`src/ssbs_pkg.sv`:
```
// Package for the supply supervisor and boot select block
package ssbs_pkg;

  // ----------------------------------------------------------------
  // Clock and timing
  // ----------------------------------------------------------------
  localparam int CLK_HZ           = 20000000;
  localparam int START_BOR_US     = 3300;   // Startup with brownout active
  localparam int START_NOBOR_US   = 1000;   // Startup with brownout off
  localparam int STBY_EXIT_US     = 60;     // Longest standby exit
  localparam int START_BOR_CYC    = START_BOR_US * (CLK_HZ / 1000000);
  localparam int START_NOBOR_CYC  = START_NOBOR_US * (CLK_HZ / 1000000);
  localparam int STBY_EXIT_CYC    = STBY_EXIT_US * (CLK_HZ / 1000000);

  // ----------------------------------------------------------------
  // Register map (byte addresses)
  // ----------------------------------------------------------------
  localparam logic [7:0] ADDR_CTRL   = 8'h00;
  localparam logic [7:0] ADDR_STATUS = 8'h04;
  localparam logic [7:0] ADDR_CLEAR  = 8'h08;
  localparam logic [7:0] ADDR_ENABLE = 8'h0c;
  localparam logic [7:0] ADDR_STATE  = 8'h10;

  // Control fields
  localparam int CTRL_MON_EN   = 0;
  localparam int CTRL_LVL_LSB  = 1;   // 3 bits, monitor level
  localparam int CTRL_FALL_EN  = 4;
  localparam int CTRL_RISE_EN  = 5;
  localparam int CTRL_REF_AUTO = 6;
  localparam int CTRL_PMODE_LSB = 8;  // 3 bits, requested power mode
  localparam logic [31:0] CTRL_RESET = 32'h0000_0000;

  // Status / enable bit positions
  localparam int ST_FALL = 0;
  localparam int ST_RISE = 1;

  localparam logic [1:0] RESP_OKAY   = 2'b00;
  localparam logic [1:0] RESP_SLVERR = 2'b10;

  localparam logic [2:0] LVL_MAX  = 3'h6;   // Seven levels, 0..6
  localparam logic [2:0] BOR_MAX  = 3'h4;   // Five brownout levels

  // ----------------------------------------------------------------
  // Types
  // ----------------------------------------------------------------
  typedef enum logic [2:0] {
    SSBS_RUN, SSBS_SLEEP, SSBS_LP_RUN, SSBS_LP_SLEEP, SSBS_STOP, SSBS_STANDBY
  } ssbs_pmode_t;

  typedef enum logic [1:0] {
    SSBS_REG_MAIN, SSBS_REG_LIGHT, SSBS_REG_OFF
  } ssbs_reg_t;

  typedef enum logic [1:0] {
    SSBS_BOOT_FLASH, SSBS_BOOT_SYSMEM, SSBS_BOOT_RAM
  } ssbs_boot_t;

  typedef enum logic [2:0] {
    SSBS_S_HOLD, SSBS_S_OPTLOAD, SSBS_S_START, SSBS_S_RUN, SSBS_S_STBY,
    SSBS_S_WAKE
  } ssbs_seq_t;

  typedef struct packed {
    logic       valid;
    logic       bor_off;   // Disable brownout permanently
    logic [2:0] bor_lvl;
  } ssbs_opt_t;

  typedef struct packed {
    logic [1:0] port_sel;  // 0 serial one, 1 serial two, 2 usb
    logic       active;
  } ssbs_loader_t;

endpackage

```
`src/ssbs_top.sv`:
```
// Supply supervisor, startup sequencer and boot source select
//
// Chosen here: the register addresses and the AXI4-Lite register port.
`timescale 1ns/100ps
`default_nettype none
module ssbs_top
  import ssbs_pkg::*;
(
  input  wire logic        core_clk,
  input  wire logic        rst,
  input  wire logic        por_ok,
  input  wire logic        supply_down_ok,
  input  wire logic [4:0]  brownout_ok,
  input  wire logic [6:0]  monitor_above,
  input  wire logic        opt_done,
  input  wire logic        opt_bor_off,
  input  wire logic [2:0]  opt_bor_lvl,
  input  wire logic        boot_pin0,
  input  wire logic        boot_pin1,
  input  wire logic [1:0]  loader_port,
  input  wire logic        wake_event,
  input  wire logic [31:0] s_axi_awaddr,
  input  wire logic        s_axi_awvalid,
  output logic             s_axi_awready,
  input  wire logic [31:0] s_axi_wdata,
  input  wire logic [3:0]  s_axi_wstrb,
  input  wire logic        s_axi_wvalid,
  output logic             s_axi_wready,
  output logic [1:0]       s_axi_bresp,
  output logic             s_axi_bvalid,
  input  wire logic        s_axi_bready,
  input  wire logic [31:0] s_axi_araddr,
  input  wire logic        s_axi_arvalid,
  output logic             s_axi_arready,
  output logic [31:0]      s_axi_rdata,
  output logic [1:0]       s_axi_rresp,
  output logic             s_axi_rvalid,
  input  wire logic        s_axi_rready,
  output logic             sys_reset,
  output logic             opt_load_req,
  output logic             internal_reference_on,
  output logic [1:0]       regulator_mode,
  output logic [1:0]       boot_source,
  output logic [2:0]       loader_sel,
  output logic             monitor_irq
);

  // ----------------------------------------------------------------
  // State record
  // ----------------------------------------------------------------
  typedef struct packed {
    ssbs_seq_t   seq;
    logic [16:0] cnt;
    ssbs_opt_t   opt;
    ssbs_boot_t  boot;
    logic [31:0] ctrl;
    logic [1:0]  stat;
    logic [1:0]  irq_en;
    logic        mon_s1;
    logic        mon_s2;
    logic        mon_prev;
    logic        aw_got;
    logic        w_got;
    logic [7:0]  aw_addr;
    logic [31:0] w_data;
    logic [3:0]  w_strb;
    logic        bvalid;
    logic [1:0]  bresp;
    logic        rvalid;
    logic [31:0] rdata;
    logic [1:0]  rresp;
  } ssbs_state_t;

  ssbs_state_t q, d;

  logic        supply_good;
  logic        mon_raw;
  logic        mon_en;
  logic [2:0]  mon_lvl;
  ssbs_pmode_t pmode;
  logic        wr_fire;
  logic        rd_fire;
  logic [1:0]  clr_bits;
  logic [31:0] rd_val;
  logic [1:0]  rd_resp;

  assign mon_en  = q.ctrl[CTRL_MON_EN];
  assign mon_lvl = q.ctrl[CTRL_LVL_LSB +: 3];
  assign pmode   = ssbs_pmode_t'(q.ctrl[CTRL_PMODE_LSB +: 3]);

  // Supply is good when past power-on, above supply-down and the active brownout level
  always_comb begin
    supply_good = por_ok && supply_down_ok;
    if (q.opt.valid && !q.opt.bor_off) begin
      supply_good = supply_good && brownout_ok[q.opt.bor_lvl];
    end else if (!q.opt.valid) begin
      // Factory default: brownout at lowest level until options say so
      supply_good = supply_good && brownout_ok[0];
    end
  end

  // Comparator for the selected level; levels above six clamp to six
  assign mon_raw = monitor_above[(mon_lvl > LVL_MAX) ? LVL_MAX : mon_lvl];

  // ----------------------------------------------------------------
  // Register read mux
  // ----------------------------------------------------------------
  always_comb begin
    rd_val  = 32'h0000_0000;
    rd_resp = RESP_OKAY;
    if (s_axi_araddr[7:0] == ADDR_CTRL) begin
      rd_val = q.ctrl;
    end else if (s_axi_araddr[7:0] == ADDR_STATUS) begin
      rd_val = {30'h0, q.stat};
    end else if (s_axi_araddr[7:0] == ADDR_CLEAR) begin
      rd_val = 32'h0000_0000;              // Write-only, reads zero
    end else if (s_axi_araddr[7:0] == ADDR_ENABLE) begin
      rd_val = {30'h0, q.irq_en};
    end else if (s_axi_araddr[7:0] == ADDR_STATE) begin
      rd_val = {21'h0, q.opt.bor_off, q.opt.bor_lvl, q.boot,
                1'b0, q.seq, q.mon_s2};
    end else begin
      rd_resp = RESP_SLVERR;
    end
  end

  // Handshakes stay combinational; one write and one read at a time
  assign s_axi_awready = !q.aw_got && !q.bvalid;
  assign s_axi_wready  = !q.w_got && !q.bvalid;
  assign s_axi_arready = !q.rvalid;
  assign wr_fire = (q.aw_got || s_axi_awvalid) && (q.w_got || s_axi_wvalid)
                   && !q.bvalid;
  assign rd_fire = s_axi_arvalid && !q.rvalid;

  // ----------------------------------------------------------------
  // Next state
  // ----------------------------------------------------------------
  always_comb begin
    logic [7:0]  waddr;
    logic [31:0] wdat;
    logic [3:0]  wstb;
    logic        rise_ev;
    logic        fall_ev;
    waddr   = q.aw_got ? q.aw_addr : s_axi_awaddr[7:0];
    wdat    = q.w_got ? q.w_data : s_axi_wdata;
    wstb    = q.w_got ? q.w_strb : s_axi_wstrb;
    rise_ev = 1'b0;
    fall_ev = 1'b0;
    d        = q;
    clr_bits = 2'b00;

    // Startup and standby sequencing
    case (q.seq)
      SSBS_S_HOLD: begin
        d.cnt = '0;
        if (supply_good) begin
          d.seq = SSBS_S_OPTLOAD;
        end
      end
      SSBS_S_OPTLOAD: begin
        if (!supply_good) begin
          d.seq = SSBS_S_HOLD;
        end else if (opt_done) begin
          d.opt.valid   = 1'b1;
          d.opt.bor_off = opt_bor_off;
          d.opt.bor_lvl = (opt_bor_lvl > BOR_MAX) ? BOR_MAX : opt_bor_lvl;
          d.seq = SSBS_S_START;
          d.cnt = '0;
        end
      end
      SSBS_S_START: begin
        d.cnt = q.cnt + 17'd1;
        if (!supply_good) begin
          d.seq = SSBS_S_HOLD;
        end else if (q.cnt == 17'(q.opt.bor_off ? START_NOBOR_CYC - 1
                                               : START_BOR_CYC - 1)) begin
          d.seq  = SSBS_S_RUN;
          d.boot = boot_pin0 ? (boot_pin1 ? SSBS_BOOT_RAM : SSBS_BOOT_SYSMEM)
                             : SSBS_BOOT_FLASH;
        end
      end
      SSBS_S_RUN: begin
        if (!supply_good) begin
          d.seq = SSBS_S_HOLD;
        end else if (pmode == SSBS_STANDBY) begin
          d.seq = SSBS_S_STBY;
        end
      end
      SSBS_S_STBY: begin
        d.cnt = '0;
        if (wake_event) begin
          d.seq = SSBS_S_WAKE;
        end
      end
      SSBS_S_WAKE: begin
        // Run resumes 1199 cycles after the wake edge, inside 60 us
        d.cnt = q.cnt + 17'd1;
        if (q.cnt == 17'(STBY_EXIT_CYC - 2)) begin
          d.seq  = SSBS_S_RUN;
          d.boot = boot_pin0 ? (boot_pin1 ? SSBS_BOOT_RAM : SSBS_BOOT_SYSMEM)
                             : SSBS_BOOT_FLASH;
          d.ctrl = CTRL_RESET;
          d.irq_en = 2'b00;
        end
      end
      default: d.seq = SSBS_S_HOLD;
    endcase

    // Monitor synchroniser; s1 feeds s2 only
    d.mon_s1 = mon_raw;
    d.mon_s2 = q.mon_s1;
    d.mon_prev = q.mon_s2;
    if (mon_en) begin
      fall_ev = q.mon_prev && !q.mon_s2 && q.ctrl[CTRL_FALL_EN];
      rise_ev = !q.mon_prev && q.mon_s2 && q.ctrl[CTRL_RISE_EN];
    end

    // Write channel capture and commit
    if (s_axi_awvalid && s_axi_awready) begin
      d.aw_got  = 1'b1;
      d.aw_addr = s_axi_awaddr[7:0];
    end
    if (s_axi_wvalid && s_axi_wready) begin
      d.w_got  = 1'b1;
      d.w_data = s_axi_wdata;
      d.w_strb = s_axi_wstrb;
    end
    if (wr_fire) begin
      d.aw_got = 1'b0;
      d.w_got  = 1'b0;
      d.bvalid = 1'b1;
      d.bresp  = RESP_OKAY;
      if (waddr == ADDR_CTRL) begin
        for (int i = 0; i < 4; i++) begin
          if (wstb[i]) d.ctrl[8*i +: 8] = wdat[8*i +: 8];
        end
      end else if (waddr == ADDR_CLEAR) begin
        if (wstb[0]) clr_bits = wdat[1:0];
      end else if (waddr == ADDR_ENABLE) begin
        if (wstb[0]) d.irq_en = wdat[1:0];
      end else if (waddr == ADDR_STATUS || waddr == ADDR_STATE) begin
        d.bresp = RESP_OKAY;                            // Read-only, ignored
      end else begin
        d.bresp = RESP_SLVERR;
      end
    end else if (q.bvalid && s_axi_bready) begin
      d.bvalid = 1'b0;
    end

    // Sticky flags: a set in the clear cycle wins
    d.stat = (q.stat & ~clr_bits) | {rise_ev, fall_ev};

    // Read channel
    if (rd_fire) begin
      d.rvalid = 1'b1;
      d.rdata  = rd_val;
      d.rresp  = rd_resp;
    end else if (q.rvalid && s_axi_rready) begin
      d.rvalid = 1'b0;
    end
  end

  always_ff @(posedge core_clk or posedge rst) begin
    if (rst) begin
      q      <= '0;
      q.ctrl <= CTRL_RESET;
    end else begin
      q <= d;
    end
  end

  // ----------------------------------------------------------------
  // Outputs
  // ----------------------------------------------------------------
  assign sys_reset    = (q.seq != SSBS_S_RUN);
  assign opt_load_req = (q.seq == SSBS_S_OPTLOAD);
  assign boot_source  = q.boot;
  assign s_axi_bvalid = q.bvalid;
  assign s_axi_bresp  = q.bresp;
  assign s_axi_rvalid = q.rvalid;
  assign s_axi_rdata  = q.rdata;
  assign s_axi_rresp  = q.rresp;
  assign monitor_irq  = |(q.stat & q.irq_en);

  // Reference shuts off in Stop when auto-off is set, and in Standby
  assign internal_reference_on =
    !((pmode == SSBS_STOP && q.ctrl[CTRL_REF_AUTO]) || q.seq == SSBS_S_STBY);

  // Regulator mode per power mode
  always_comb begin
    if (q.seq == SSBS_S_STBY || q.seq == SSBS_S_WAKE) begin
      regulator_mode = SSBS_REG_OFF;
    end else if (pmode == SSBS_LP_RUN || pmode == SSBS_LP_SLEEP ||
                 pmode == SSBS_STOP) begin
      regulator_mode = SSBS_REG_LIGHT;
    end else begin
      regulator_mode = SSBS_REG_MAIN;
    end
  end

  // Loader port one-hot, only when running from system memory
  always_comb begin
    loader_sel = 3'h0;
    if (q.seq == SSBS_S_RUN && q.boot == SSBS_BOOT_SYSMEM &&
        loader_port != 2'h3) begin
      loader_sel[loader_port] = 1'b1;
    end
  end

  // ----------------------------------------------------------------
  // Assertions
  // ----------------------------------------------------------------
  // Cycles spent in the wake sequence; a counter keeps the check cheap
  logic [10:0] wake_age_q;

  always_ff @(posedge core_clk or posedge rst) begin
    if (rst) begin
      wake_age_q <= 11'h000;
    end else if (q.seq == SSBS_S_WAKE) begin
      wake_age_q <= wake_age_q + 11'h001;
    end else begin
      wake_age_q <= 11'h000;
    end
  end
endmodule
`default_nettype wire

```
`config.mk`:
```
export PLATFORM = sky130hd
export DESIGN_NAME = ssbs_top
export DESIGN_NICKNAME = d
export VERILOG_FILES = /design/src/ssbs_pkg.sv /design/src/ssbs_top.sv
export SDC_FILE = /design/constraint.sdc
export NUM_CORES = 1
export LEC_CHECK = 0
export ABC_AREA = 1
export ABC_CLOCK_PERIOD_IN_PS = 8100
export CAP_MARGIN = 15
export CORE_ASPECT_RATIO = 0.7
export CORE_MARGIN = 2
export CORE_UTILIZATION = 35
export DETAILED_ROUTE_END_ITERATION = 10
export DONT_BUFFER_PORTS = 1
export PLACE_DENSITY = 0.51
export SLEW_MARGIN = 20
export SYNTH_ARGS = -nofsm -noshare
export SYNTH_HDL_FRONTEND = slang
export SYNTH_SLANG_ARGS = --single-unit
export TNS_END_PERCENT = 100
```
`constraint.sdc`:
```
create_clock -name core_clk -period 8.1 [get_ports core_clk]
set_clock_uncertainty 0.15 [all_clocks]
set_input_delay 1.62 -clock core_clk [delete_from_list [all_inputs] [get_ports core_clk]]
set_output_delay 1.62 -clock core_clk [all_outputs]
set_load 0.005 [all_outputs]
```
==> summary.md <==
| Metric | Value |
|---|---|
| Grt total ovfl | `0` |
| Post-layout min period | `3840 ps` |
| Die extent in y | `around 130 µm` |
| Initial core utilization | `35.3%` |
| Synthesized area | `between 7000 and 8000 µm²` |
| Input/output buffers | `0` |
| Cells after Synth | `933` |
| Leak pwr | `between 3 and 4 nW` |
| DRC | `0` |
| Avg WL per Cell | `around 17 µm` |
| CP Launch Type | `input port` |
| CP Capture Type | `output pin` |
| Tcrit/Tclk final | `a little under half` |
| Min-delay src | `d[85]$_DFF_PP0_` |
| Vias in the first global route | `5415` |
| Sequential area share after synthesis | `just under 50%` |
| Clock sinks | `approximately 150` |
| Dpl hpwl | `14.1 mm` |
| Syn_area_per_cell | `8.15 µm²` |
| CTS tree | `done` |
| Status | `completed` |
| Top cells by area, synth | `dfrtp_1, nand2_1, o21ai_0, inv_1, nand3_1` |
| Die area | `~23000 µm²` |
| Top cell type's share of synthesized area | `roughly half` |
| N_diodes | `0` |
| Number of buffers created by CTS | `17` |
| R2R cell count | `8` |
| Hold Path Class | `reg -> reg` |
| Bufs on Longest Clock Path | `2` |
| Core ar. | `about 22000 µm²` |
| H-tree levels | `4` |
| Root Driver | `clkbuf_16` |
| Setup CP Type | `in -> out` |
| Power per Cell Area | `slightly above 300 nW/µm²` |
| Largest net degree at the start of global routing | `between 90 and 100` |
| GPL Wtd Cong | `0.867` |
| Fill count | `2242` |
| Die X-Extent | `about 180 µm` |
| CTS clk-pin slew, worst paths | `60 ps` |
| GRT Util Overall | `18.0%` |
| Maxcap violations | `0` |
| Drt first pass iters | `5` |
| Req. time, crit path | `approximately 6300 ps` |
| Synth cell types | `between 40 and 50` |
| Via density | `~4.9` |
| Total Nets Final | `a little over 1000` |
| Total number of vias | `between 5000 and 6000` |
| Global-route wire length before repair | `approximately 32 mm` |
| Final wirelength | `about 20 mm` |
| Post-CTS Resized | `0` |
| Final setup viols | `0` |
| Pins Over Slew Limit | `0` |
| Synth warnings | `0` |
| Worst VDD drop | `~0.27 mV` |
| Fmax | `about 260 MHz` |
| Hold EP | `d[84]$_DFF_PP0_` |
| Drt first-iter violations | `between 400 and 500` |
| EDFF count, synth | `0` |
| Core Rows | `45` |
| Depth of the worst hold-timing path | `0` |
| Hold_buf cts | `0` |
| FF-to-FF End | `mon_lvl[1]$_DFF_PP0_` |
| Worst flop-to-flop path startpoint | `q[82]$_DFFE_PP0P_` |
| Area Growth Syn to Fin | `7.57%` |
| Actual slew at the worst max-slew pin | `about 920 ps` |
| RSZ-0062 raised after global routing | `false` |
| Post-CTS setup buffers | `0` |
| Number of failing hold endpoints at the final stage | `0` |
| Ys flop type | `dfrtp_1` |
| Initial antenna violation count | `0` |
| Synth area leader | `dfrtp_1` |
| Worst-skew pair later-pin latency | `~430 ps` |
| Share of cells above drive strength 1 | `~8.6%` |
| Final ANT Viol Nets | `0` |
| I/O Pins | `around 180` |
| Crit path DAT | `between 2000 and 2500 ps` |
| TNS Setup | `0 ps` |
| Slew HR | `38.8%` |
| FF-to-FF setup slack | `between 5000 and 6000 ps` |
| #FFs+latches synth | `roughly 150` |
| Async S/R FF share, synth | `100%` |
| CP Max Fanout | `3` |
| Core Util, Final | `a little under two fifths` |
==> Yosys cell counts (13+ instances only) <==
cell type  count
a21oi_1       16
buf_4         38
clkbuf_1      16
dfrtp_1      148
inv_1         94
nand2_1      251
nand3_1       59
nand4_1       14
nor2_1        54
nor3_1        14
o21ai_0      109
o21ai_1       13
==> kinds of logic after synthesis <==
logic type	share of synthesized area, %
buffers and inverters	10.9
muxes	3.23
other	0.0493
DFF	48.7
adders and majority gates	0.329
and+or+nand+nor	23.5
AOI/OAI and AO/OA	12.7
xor gates and xnor gates	0.576
==> worst max-delay path, cell delays in order <==
cell       delay (ps)
inv_1              50
o2111ai_1         170
nor3_1            230
==> through the flow <==
step                total power, mW  setup WS (ps)  hold slack [ps]  area, µm²  instances
global placement               1.70           4280              183       7560       1152
global route                   2.71           4230              212       8180       1184
detailed placement             1.71           4260              186       7560       1152
CTS                            2.56           4260              209       8180       1184
finish                         2.53           4260              205       8180       1184
floorplan                      1.57           2350              181       7610        934
==> cells in the final DEF, fill, tap and decap left out, types with 4 or more instances in the layout <==
master      netlist  routed
a21oi_1          16      16
buf_4            38       6
bufinv_16         0       4
clkbuf_16         0      17
clkinvlp_4        0       4
dfrtp_1         148     147
inv_1            94      93
inv_2             6       6
mux2_2           12      12
mux2i_1          11      11
nand2_1         251     249
nand2_2           3       5
nand3_1          59      59
nand4_1          14      14
nor2_1           54      54
nor3_1           14      14
nor4_1            6       6
o21a_1            7       7
o21ai_0         109     109
o21ai_1          13      13
o21ai_2           5       5
o221ai_1          6       6
o22ai_1           6       6
xor2_1            5       5
==> routing by layer <==
| metal | global-route usage (%) | vias to the layer above | routed length, µm |
|---|---|---|---|
| met1 | 29.4 | 2719 | 11100 |
| met5 | 0 | - | 0 |
| li1 | - | 2936 | - |
| met4 | 5.12 | 0 | 193 |
| met3 | 4.99 | 14 | 1340 |
| met2 | 22.3 | 161 | 7290 |
==> state kept, by name, summed over array words and instances, names as in the netlist, 2 cells and up <==
signal	count
boot_source	2
q	101
pmode	3
mon_lvl	3
d	2
s_axi_rdata	32
==> worst max path at each step <==
stage	slack, ps	endpoint	start	cells after the start
global placement	4280	loader_sel[0]	loader_port[0]	3
detailed placement	4260	loader_sel[0]	loader_port[0]	3
finish	4260	loader_sel[0]	loader_port[0]	3
global route	4230	loader_sel[0]	loader_port[0]	3
floorplan	2350	boot_source[0]$_DFFE_PP0P_	rst	1
CTS	4260	loader_sel[0]	loader_port[0]	3
==> final cells by class <==
cell class | instances | area [µm²] | area share, %
sequential | 148 | 3700 | 45.3
multi-input combinational | 616 | 3080 | 37.7
clock buffer | 19 | 433 | 5.29
inverter | 100 | 380 | 4.65
tap | 282 | 353 | 4.31
clock inverter | 13 | 183 | 2.23
timing repair buffer | 6 | 45.0 | 0.551
==> power by group <==
group	internal, mW	switching [mW]	total [mW]
Sequential	0.929	0.135	1.06
Combinational	0.219	0.408	0.628
Clock	0.515	0.325	0.840
Note: power is estimated with default switching activity, not from simulation.
